**config.mk**
```make
export PLATFORM = sky130hd
export DESIGN_NAME = cpu_data_space_addressing
export DESIGN_NICKNAME = d
export VERILOG_FILES = /design/src/agu_pkg.sv /design/src/addr_calc.sv /design/src/cpu_data_space_addressing.sv
export VERILOG_INCLUDE_DIRS = /design/src /design/src/src
export SDC_FILE = /design/constraint.sdc
export NUM_CORES = 2
export LEC_CHECK = 0
export BUFFER_PORTS_ARGS = -buffer_cell sky130_fd_sc_hd__buf_2
export CORE_MARGIN = 2
export CORE_UTILIZATION = 30
export DETAILED_ROUTE_END_ITERATION = 8
export GPL_TIMING_DRIVEN = 0
export HOLD_SLACK_MARGIN = 0.06
export PLACE_DENSITY_LB_ADDON = 0.08
export SYNTH_ARGS = -nofsm -noshare
export SYNTH_HDL_FRONTEND = slang
export SYNTH_HIERARCHICAL = 1
export SYNTH_SLANG_ARGS = --single-unit
```
**constraint.sdc**
```tcl
create_clock -name clock -period 18.2 [get_ports clock]
set_input_delay 2.73 -clock clock [delete_from_list [all_inputs] [get_ports clock]]
set_output_delay 2.73 -clock clock [all_outputs]
set_load 0.005 [all_outputs]
```
**src/agu_defines.svh**
```systemverilog
// Constants for the data space address generator
`ifndef AGU_DEFINES_SVH
`define AGU_DEFINES_SVH
`define PC_W          23
`define INSN_W        24
`define WREG_N        16
`define WREG_W        16
`define SP_IDX        4'hf
`define PAGE_W        10
`define PAGE_RST      10'h001
`define PAGE_EDS_MIN  10'h001
`define PAGE_EDS_MAX  10'h1ff
`define PAGE_PSV_MIN  10'h200
`define PAGE_PSV_MAX  10'h2ff
`define EA_TOP        15
`define EXT_W         24
`define PSV_W         8
`define MOD_END_RST   16'h0001
`endif

```
**src/agu_pkg.sv**
```systemverilog
// Types for the address generator
package agu_pkg;
	typedef enum logic [2:0]
	{
		AM_PRE_INC  = 3'h0,
		AM_PRE_DEC  = 3'h1,
		AM_POST_INC = 3'h2,
		AM_POST_DEC = 3'h3,
		AM_OFFSET   = 3'h4,
		AM_DIRECT   = 3'h5,
		AM_PLAIN    = 3'h6
	} ea_mode_t;
	typedef enum logic [3:0]
	{
		ST_IDLE   = 4'h1,
		ST_ADDR   = 4'h2,
		ST_SECOND = 4'h4,
		ST_REPEAT = 4'h8
	} seq_state_t;
endpackage : agu_pkg

```
**src/addr_calc.sv**
```systemverilog
// One address generator: pointer modification, modulo and bit-reverse
`timescale 1ns/100ps
`include "agu_defines.svh"
module addr_calc
#(
	parameter bit HAS_DSP = 1'b1
)
(
	input  wire logic [15:0]     base,
	input  wire logic [15:0]     offset,
	input  wire agu_pkg::ea_mode_t mode,
	input  wire logic            modEn,
	input  wire logic [15:0]     modStart,
	input  wire logic [15:0]     modEnd,
	input  wire logic            brevEn,
	input  wire logic [14:0]     brevMod,
	output logic      [15:0]     ea,
	output logic      [15:0]     newPtr,
	output logic                 pageOver,
	output logic                 pageUnder,
	output logic                 wrapMode
);
	// ----------------------------------------
	// Bit-reversed carry add
	// ----------------------------------------
	function automatic logic [15:0] brevAdd(input logic [15:0] a, input logic [14:0] m);
		logic [15:0] ra;
		logic [15:0] rm;
		logic [15:0] s;
		ra = {<<{a}};
		rm = {<<{m, 1'b0}};
		s  = ra + rm;
		return {<<{s}};
	endfunction : brevAdd

	wire logic        isInc   = (mode == agu_pkg::AM_PRE_INC) || (mode == agu_pkg::AM_POST_INC);
	wire logic        isDec   = (mode == agu_pkg::AM_PRE_DEC) || (mode == agu_pkg::AM_POST_DEC);
	wire logic        isPre   = (mode == agu_pkg::AM_PRE_INC) || (mode == agu_pkg::AM_PRE_DEC);
	wire logic        isOff   = (mode == agu_pkg::AM_OFFSET);
	wire logic [16:0] incSum  = {1'b0, base} + 17'h00002;
	wire logic [16:0] decSum  = {1'b0, base} - 17'h00002;
	wire logic [15:0] offSum  = base + offset;
	// reduced core has no modulo or bit-reverse
	wire logic        useBrev = HAS_DSP && brevEn && (mode == agu_pkg::AM_POST_INC);
	wire logic        useMod  = HAS_DSP && modEn && !useBrev && (isInc || isDec);
	wire logic [15:0] stepped = isInc ? incSum[15:0] : decSum[15:0];
	wire logic [15:0] modNext = (isInc && base == (modEnd & 16'hfffe)) ? modStart :
		(isDec && base == modStart) ? (modEnd & 16'hfffe) : stepped;
	wire logic [15:0] brNext  = brevAdd(base, brevMod);
	wire logic        topIn   = base[`EA_TOP];
	wire logic [15:0] rawNext = useBrev ? brNext : useMod ? modNext : stepped;

	// wrapping modes leaving the upper window
	wire logic        wrapOut = topIn && (isOff ? !offSum[15] : (useMod || useBrev) && !rawNext[15]);
	wire logic [15:0] eaRaw   = isOff ? offSum : (isPre ? rawNext : base);

	assign newPtr    = (isInc || isDec) ? rawNext : base;
	// even word address, top bit kept inside the window
	assign ea        = (eaRaw | {pageOver || pageUnder, 15'h0000}) & 16'hfffe;
	assign wrapMode  = isOff || useMod || useBrev;
	assign pageOver  = (topIn && isInc && !useMod && !useBrev && incSum[16]) || wrapOut;
	assign pageUnder = topIn && isDec && !useMod && (decSum[15] == 1'b0);
endmodule : addr_calc

```
**src/cpu_data_space_addressing.sv**
```systemverilog
// Core address generation and execution framework
`timescale 1ns/100ps
`include "agu_defines.svh"
module cpu_data_space_addressing
#(
	parameter bit HAS_DSP = 1'b1
)
(
	input  wire logic                 clock,
	input  wire logic                 rst_n,
	input  wire logic [`INSN_W-1:0]   insnWord,
	input  wire logic                 insnValid,
	input  wire logic                 irqReq,
	input  wire logic [15:0]          memRdData,
	input  wire logic [15:0]          yRdData,
	input  wire logic [`INSN_W-1:0]   progRdData,
	output logic      [`PC_W-1:0]     progAddr,
	output logic      [`EXT_W-1:0]    dataAddr,
	output logic                      dataRd,
	output logic                      dataWr,
	output logic      [15:0]          dataWrData,
	output logic      [15:0]          yAddr,
	output logic                      yRd,
	output logic                      psvAccess,
	output logic                      insnDone,
	output logic                      irqTaken,
	output logic      [15:0]          operandA,
	output logic      [15:0]          operandB
);
	// ----------------------------------------
	// Instruction fields
	// ----------------------------------------
	// fixed 24-bit opcode: top nibble selects class and format
	wire logic [3:0]  opClass  = insnWord[23:20];
	wire logic        isDsp    = (opClass == 4'hc);
	wire logic        isMove   = (opClass == 4'h7) || (opClass == 4'h8);
	wire logic        isStore  = (opClass == 4'h8);
	wire logic        isDouble = (opClass == 4'h9);
	wire logic        isBranch = (opClass == 4'h0) && insnWord[19];
	wire logic        isRepeat = (opClass == 4'h1);
	wire logic        isDo     = (opClass == 4'h2);
	wire logic        isSfrWr  = (opClass == 4'h3);
	wire logic        isLitMov = (opClass == 4'h4);
	wire agu_pkg::ea_mode_t srcMode = agu_pkg::ea_mode_t'(insnWord[18:16]);
	wire logic [3:0]  ptrIdx   = insnWord[15:12];
	wire logic [3:0]  offIdx   = insnWord[11:8];
	wire logic [3:0]  dstIdx   = insnWord[7:4];
	wire logic [3:0]  yIdx     = insnWord[3:0];
	wire logic [15:0] literal  = {4'h0, insnWord[11:0]};

	// ----------------------------------------
	// Architectural state
	// ----------------------------------------
	logic [15:0]       wreg_q [`WREG_N];
	logic [`PC_W-1:0]  pc_q;
	logic [`PAGE_W-1:0] rdPage_q;
	logic [`PAGE_W-1:0] wrPage_q;
	logic [`PSV_W-1:0] psvPage_q;
	logic              psvEn_q;
	logic              xModEn_q;
	logic              yModEn_q;
	logic [15:0]       xModStart_q;
	logic [15:0]       xModEnd_q;
	logic              brevEn_q;
	logic [14:0]       brevMod_q;
	logic [13:0]       repCnt_q;
	logic [`PC_W-1:0]  loopStart_q;
	logic [`PC_W-1:0]  loopEnd_q;
	logic [13:0]       loopCnt_q;
	logic              loopAct_q;
	agu_pkg::seq_state_t state_q;
	agu_pkg::seq_state_t state_d;

	// ----------------------------------------
	// Address generators
	// ----------------------------------------
	logic [15:0] xEa;
	logic [15:0] xNewPtr;
	logic        xOver;
	logic        xUnder;
	logic        xWrap;
	logic [15:0] yEa;
	logic [15:0] yNewPtr;
	addr_calc #(.HAS_DSP(HAS_DSP)) xGen
	(
		.base     (wreg_q[ptrIdx]),
		.offset   (wreg_q[offIdx]),
		.mode     (srcMode),
		.modEn    (xModEn_q),
		.modStart (xModStart_q),
		.modEnd   (xModEnd_q),
		.brevEn   (brevEn_q),
		.brevMod  (brevMod_q),
		.ea       (xEa),
		.newPtr   (xNewPtr),
		.pageOver (xOver),
		.pageUnder(xUnder),
		.wrapMode (xWrap)
	);
	// Y generator for dual operand fetch
	addr_calc #(.HAS_DSP(HAS_DSP)) yGen
	(
		.base     (wreg_q[yIdx]),
		.offset   (16'h0000),
		.mode     (agu_pkg::AM_POST_INC),
		.modEn    (yModEn_q),
		.modStart (xModStart_q),
		.modEnd   (xModEnd_q),
		.brevEn   (1'b0),
		.brevMod  (15'h0000),
		.ea       (yEa),
		.newPtr   (yNewPtr),
		.pageOver (),
		.pageUnder(),
		.wrapMode ()
	);

	// ----------------------------------------
	// Extended address forming
	// ----------------------------------------
	// reduced variant rejects DSP class
	wire logic        dspOk     = HAS_DSP && isDsp;
	wire logic        memOp     = isMove || isDouble || dspOk;
	wire logic        directMd  = (srcMode == agu_pkg::AM_DIRECT);
	wire logic [15:0] baseEa    = directMd ? {insnWord[11:1], 5'h00} & 16'hfffe : xEa;
	// read page for reads, write page for writes
	wire logic [`PAGE_W-1:0] usePage = isStore ? wrPage_q : rdPage_q;
	wire logic        upperHalf = baseEa[`EA_TOP];
	wire logic        psvHit    = upperHalf && (psvEn_q || usePage >= `PAGE_PSV_MIN);
	wire logic [`PC_W-1:0] psvAddr = {psvPage_q, baseEa[14:0]};
	wire logic [`EXT_W-1:0] extAddr = upperHalf ?
		{usePage[8:0], baseEa[14:0]} : {8'h00, baseEa};
	wire logic        stepPage  = memOp && !xWrap && (xOver || xUnder);
	wire logic [`PAGE_W-1:0] pageStepped = xOver ? usePage + 10'h001 : usePage - 10'h001;
	wire logic [15:0] ptrFixed  = (xOver || xUnder) ? (xNewPtr | 16'h8000) : xNewPtr;

	// ----------------------------------------
	// Sequencing
	// ----------------------------------------
	// extra cycles for flow, double, window
	wire logic        multi     = isDouble || psvHit || isBranch;
	wire logic        repActive = (repCnt_q != 14'h0000);
	wire logic        takeIrq   = irqReq && (state_q != agu_pkg::ST_SECOND);
	wire logic        loopWrap  = loopAct_q && (pc_q == loopEnd_q) && (loopCnt_q != 14'h0000);

	always_comb
	begin
		state_d = state_q;
		case (state_q)
			agu_pkg::ST_IDLE:   if (insnValid && !takeIrq) state_d = agu_pkg::ST_ADDR;
			agu_pkg::ST_ADDR:   if (takeIrq) state_d = agu_pkg::ST_IDLE;
				else if (insnValid && multi) state_d = agu_pkg::ST_SECOND;
				else if (insnValid && isRepeat) state_d = agu_pkg::ST_REPEAT;
			agu_pkg::ST_SECOND: state_d = agu_pkg::ST_ADDR;
			agu_pkg::ST_REPEAT: if (takeIrq || repCnt_q[13:1] == 13'h0000) state_d = agu_pkg::ST_ADDR;
			default:            state_d = agu_pkg::ST_IDLE;
		endcase
	end

	wire logic execNow = insnValid && !takeIrq &&
		((state_q == agu_pkg::ST_ADDR && !multi) || state_q == agu_pkg::ST_SECOND ||
		state_q == agu_pkg::ST_REPEAT);

	// 23-bit program counter, word steps of two
	wire logic [`PC_W-1:0] pcNext = isBranch ? {insnWord[18:0], 4'h0} :
		loopWrap ? loopStart_q : pc_q + 23'h000002;

	always_ff @(posedge clock or negedge rst_n)
	begin
		if (!rst_n)
		begin
			state_q <= agu_pkg::ST_IDLE;
			pc_q    <= '0;
		end
		else
		begin
			state_q <= state_d;
			if (execNow && !(state_q == agu_pkg::ST_REPEAT && repActive))
				pc_q <= pcNext;
		end
	end

	// ----------------------------------------
	// Loop and repeat counters
	// ----------------------------------------
	always_ff @(posedge clock or negedge rst_n)
	begin
		if (!rst_n)
		begin
			repCnt_q    <= '0;
			loopAct_q   <= 1'b0;
			loopCnt_q   <= '0;
			loopStart_q <= '0;
			loopEnd_q   <= '0;
		end
		else
		begin
			if (execNow && isRepeat && !repActive)
				repCnt_q <= insnWord[13:0];
			else if (execNow && repActive)
				repCnt_q <= repCnt_q - 14'h0001;
			if (execNow && isDo)
			begin
				loopAct_q   <= 1'b1;
				loopCnt_q   <= insnWord[13:0];
				loopStart_q <= pc_q + 23'h000002;
				loopEnd_q   <= pc_q + {insnWord[19:14], 17'h00000};
			end
			else if (execNow && loopWrap)
				loopCnt_q <= loopCnt_q - 14'h0001;
			else if (execNow && loopAct_q && pc_q == loopEnd_q)
				loopAct_q <= 1'b0;
		end
	end

	// ----------------------------------------
	// Working registers and control registers
	// ----------------------------------------
	always_ff @(posedge clock or negedge rst_n)
	begin
		if (!rst_n)
		begin
			for (int i = 0; i < `WREG_N; i++)
				wreg_q[i] <= '0;
			rdPage_q    <= `PAGE_RST;
			wrPage_q    <= `PAGE_RST;
			psvPage_q   <= '0;
			psvEn_q     <= 1'b0;
			xModEn_q    <= 1'b0;
			yModEn_q    <= 1'b0;
			xModStart_q <= '0;
			xModEnd_q   <= `MOD_END_RST;
			brevEn_q    <= 1'b0;
			brevMod_q   <= '0;
		end
		else if (takeIrq && state_q != agu_pkg::ST_IDLE)
			wreg_q[`SP_IDX] <= wreg_q[`SP_IDX] + 16'h0004;
		else if (execNow)
		begin
			// any register as pointer, offset or data
			if (isLitMov)
				wreg_q[dstIdx] <= literal;
			if (isMove && !isStore)
				wreg_q[dstIdx] <= psvHit ? progRdData[15:0] : memRdData;
			if (memOp && srcMode != agu_pkg::AM_OFFSET && !directMd)
				wreg_q[ptrIdx] <= ptrFixed;
			if (dspOk)
				wreg_q[yIdx] <= yNewPtr;
			if (stepPage && isStore)
				wrPage_q <= pageStepped;
			else if (stepPage)
				rdPage_q <= pageStepped;
			if (isSfrWr)
			begin
				case (insnWord[19:16])
					4'h0: rdPage_q <= wreg_q[offIdx][`PAGE_W-1:0];
					4'h1: wrPage_q <= wreg_q[offIdx][`PAGE_W-1:0];
					4'h2: {psvEn_q, psvPage_q} <= wreg_q[offIdx][8:0];
					4'h3: {xModEn_q, yModEn_q} <= wreg_q[offIdx][15:14];
					4'h4: xModStart_q <= wreg_q[offIdx] & 16'hfffe;
					4'h5: xModEnd_q <= wreg_q[offIdx] | 16'h0001;
					4'h6: {brevEn_q, brevMod_q} <= wreg_q[offIdx];
					default: ;
				endcase
			end
		end
	end

	// ----------------------------------------
	// Memory side outputs
	// ----------------------------------------
	always_ff @(posedge clock or negedge rst_n)
	begin
		if (!rst_n)
		begin
			dataAddr   <= '0;
			dataRd     <= 1'b0;
			dataWr     <= 1'b0;
			dataWrData <= '0;
			yAddr      <= '0;
			yRd        <= 1'b0;
			psvAccess  <= 1'b0;
			operandA   <= '0;
			operandB   <= '0;
		end
		else
		begin
			dataAddr   <= extAddr;
			dataRd     <= execNow && memOp && !isStore;
			dataWr     <= execNow && isStore;
			dataWrData <= wreg_q[dstIdx];
			yAddr      <= yEa;
			yRd        <= execNow && dspOk;
			psvAccess  <= execNow && psvHit && !isStore;
			operandA   <= memRdData;
			operandB   <= yRdData;
		end
	end

	assign progAddr = psvHit && state_q == agu_pkg::ST_ADDR ? psvAddr : pc_q;
	assign insnDone = execNow;
	assign irqTaken = takeIrq && state_q != agu_pkg::ST_IDLE;
endmodule : cpu_data_space_addressing

```
==> results.md <==
* WL final at 314 mm
* H-tree depth at 3
* Clock power frac at 0.292
* Port-buffer cells at 181
* Dpl hpwl at 242 mm
* CP startpoint: insnWord[13]
* WHS Path Cells at 2
* Worst Tran Pin Value at 1660 ps
* GR Overflow Total at 0
* Skew-Pair Late Insertion Delay at 720 ps
* Setup TNS at 0 ps
* Max Cap Viol at 16
* Vias in the first global route at 45100
* CTS Buffer Depth at 3
* DIE WIDTH at 389 um
* Final setup fails at 0
* RSZ-0062 raised after global routing: no
* Final Non-Filler Cells at 7153
* Seq pwr share at 0.290
* Setup CP Type: in2out
* Hold Crit Start: loopStart_q[2]$_DFFE_PN0P_
* CTS tree: built
* Setup bufs post-CTS at 0
* IR drop worst, VDD at about 71 uV
* Outcome: complete, but fails checks
* Max Clk Rate at approximately 0.063 GHz
* R2r startpoint: wreg_q[8]$_DFFE_PN0P_
* Detailed-route via count at 48900
* CP Capture Type: output pin
* Fin Hold WS at between 400 and 500 ps
* Residual DRC at 0
* Largest net degree at the start of global routing at just over 100
* Fin crit share at 0.873
* CTS Hold Buffers Added at 0
* Power Dens Cells at 110 mW/mm^2
* Mean post-synth cell area at 9.25 sq um
* First-pass GRT wire length at 416 mm
* R2r endpoint: wreg_q[95]$_DFFE_PN0P_
* Antenna Violating Nets Remaining at 0
* Final worst path period need at 15900 ps
* Psw at 2.48 mW
* Clock transition at path regs at 50 ps
* Cells after DPL at 6995
* Routability Congestion at 1.07
* Layout Skew at about 36 ps
* Rel. slew slack at -0.108
* Pleak at slightly above 20 nW
* Global-route usage over all layers at 0.404
* Die Span Y at 389 um
* Final Hold Fails at 0
* Startpoint Class: input pin
* Setup slack, reg-to-reg at 9120 ps
* Gate power share at 0.418
* R2R depth at 21
* Wire length per cell at roughly 44 um
* Vias per cell at 6.84
* Post-cts repair resize count at 0
* Initial core utilization at 0.301
* Worst Path Arrival at 13170 ps
* Worst Path Required at 15470 ps
* I/O pins at roughly 200
* Ys Warns at 6
* Sw frac at 0.439
* Initial antenna violation count at 38
* Die area at 0.151 sq mm
* Std cell rows at 141
* Failing checks: max-capacitance violations, max-slew violations
* CTS Buf Count at 76
* Slew Viols, Final at between 100 and 150
* CP max FO at 10
* Worst hold-check path type: reg2reg
* Core box area at 0.147 sq mm
* Fin nets at ~5300
* Initial DRC Count at 7817
* Hold Path End: loopStart_q[2]$_DFFE_PN0P_
* Synthesis-to-layout area growth at 15.6%
* Clk sinks at 526
* Share of layout cells above drive strength 1 at 0.191
* Drt pass-1 iters at 8
* Cell Area, Synth at 0.0444 sq mm
* Synthesized instance count at 4798
* P_int at 3.17 mW
* CTS root buf: clkbuf_16
==> power by group through the flow <==
stage,registers (mW),clock network [mW],logic (mW)
floorplan,1.50,0,1.31
global placement,1.63,0,2.21
detailed placement,1.63,0,2.23
CTS,1.61,1.67,2.24
global route,1.64,1.71,2.42
finish,1.64,1.65,2.36
==> per-stage QoR <==
step                      setup WS [ps]  power, mW  instance area (sq um)   util
after floorplan                    7250       2.81                  44600      -
final                              2300       5.65                  51300  0.348
after CTS                          2930       5.53                  51200  0.348
after global routing               2450       5.78                  51200  0.348
after detailed placement           2980       3.86                  48500  0.329
after global placement             1560       3.85                  47900  0.325
==> state kept, by name, indices dropped and copies added, names as in the netlist, 4 cells and up <==
signal and cells:
yAddr 16, pc_q 23, loopCnt_q 14, wrPage_q 10, psvPage_q 8, dataAddr 24
rdPage_q 10, brevMod_q 15, xModStart_q 15, dataWrData 16, operandB 16, xModEnd_q 15
loopStart_q 23, operandA 16, wreg_q 256, loopEnd_q 22, state_q 4, repCnt_q 14
==> worst max path at each step <==
stage | end | cells past startpoint
2_1_floorplan | insnDone | 22
6_report | insnDone | 23
3_5_place_dp | insnDone | 23
3_3_place_gp | wreg_q[174]$_DFFE_PN0P_ | 1
5_1_grt | insnDone | 23
4_1_cts | insnDone | 23
==> layout make-up <==
cell class	instances	area [sq um]
fill	15100	96000
multi-input combinational	3781	29300
sequential	526	13200
tap	1930	2410
clock buffer	107	2210
buffer	471	1970
timing repair buffer	210	1360
clock inverter	33	479
inverter	79	299
antenna	16	40.0
==> worst max-delay path, stage by stage <==
cell       delay [ps]
clkbuf_1          970
buf_1             880
clkbuf_1         1160
mux4_2            580
mux4_2            600
ha_1              370
a2111oi_0         500
o21ai_0           160
o2bb2ai_1         430
o21bai_1          200
a41oi_1           360
mux2_2            380
nor3_1            190
o211ai_2          210
mux2i_2           380
a21oi_2           250
o31a_1            360
buf_4             230
inv_4             150
buf_2             710
buf_2             480
buf_2             560
buf_2             220
==> cells in the final DEF (no fill, tap or decap), drive strengths merged, types with 25 or more instances in the layout <==
master	count
a211oi	65
a21o	59
a21oi	485
a221oi	120
a31oi	26
and2	26
and3	25
buf	354
clkbuf	434
conb	63
dfrtp	523
ha	79
inv	82
mux2	142
mux2i	38
mux4	320
nand2	342
nand3	87
nand4	35
nor2	364
nor3	103
nor4	44
o211ai	30
o21a	94
o21ai	487
o221ai	78
o22ai	64
o2bb2ai	33
o32ai	40
or3	50
xnor2	102
xor2	91
==> metal layers <==
metal / vias to the layer above / share of wire / GRT usage / routed length, um
met2: 3871 / 0.41 / 0.581 / 130000
met4: 22 / 0.073 / 0.236 / 23000
li1: 19200 / - / - / -
met3: 960 / 0.12 / 0.139 / 38400
met1: 24900 / 0.39 / 0.523 / 122000
met5: - / 0.00052 / 0 / 164
No activity file was read; power rests on OpenSTA's default activity.
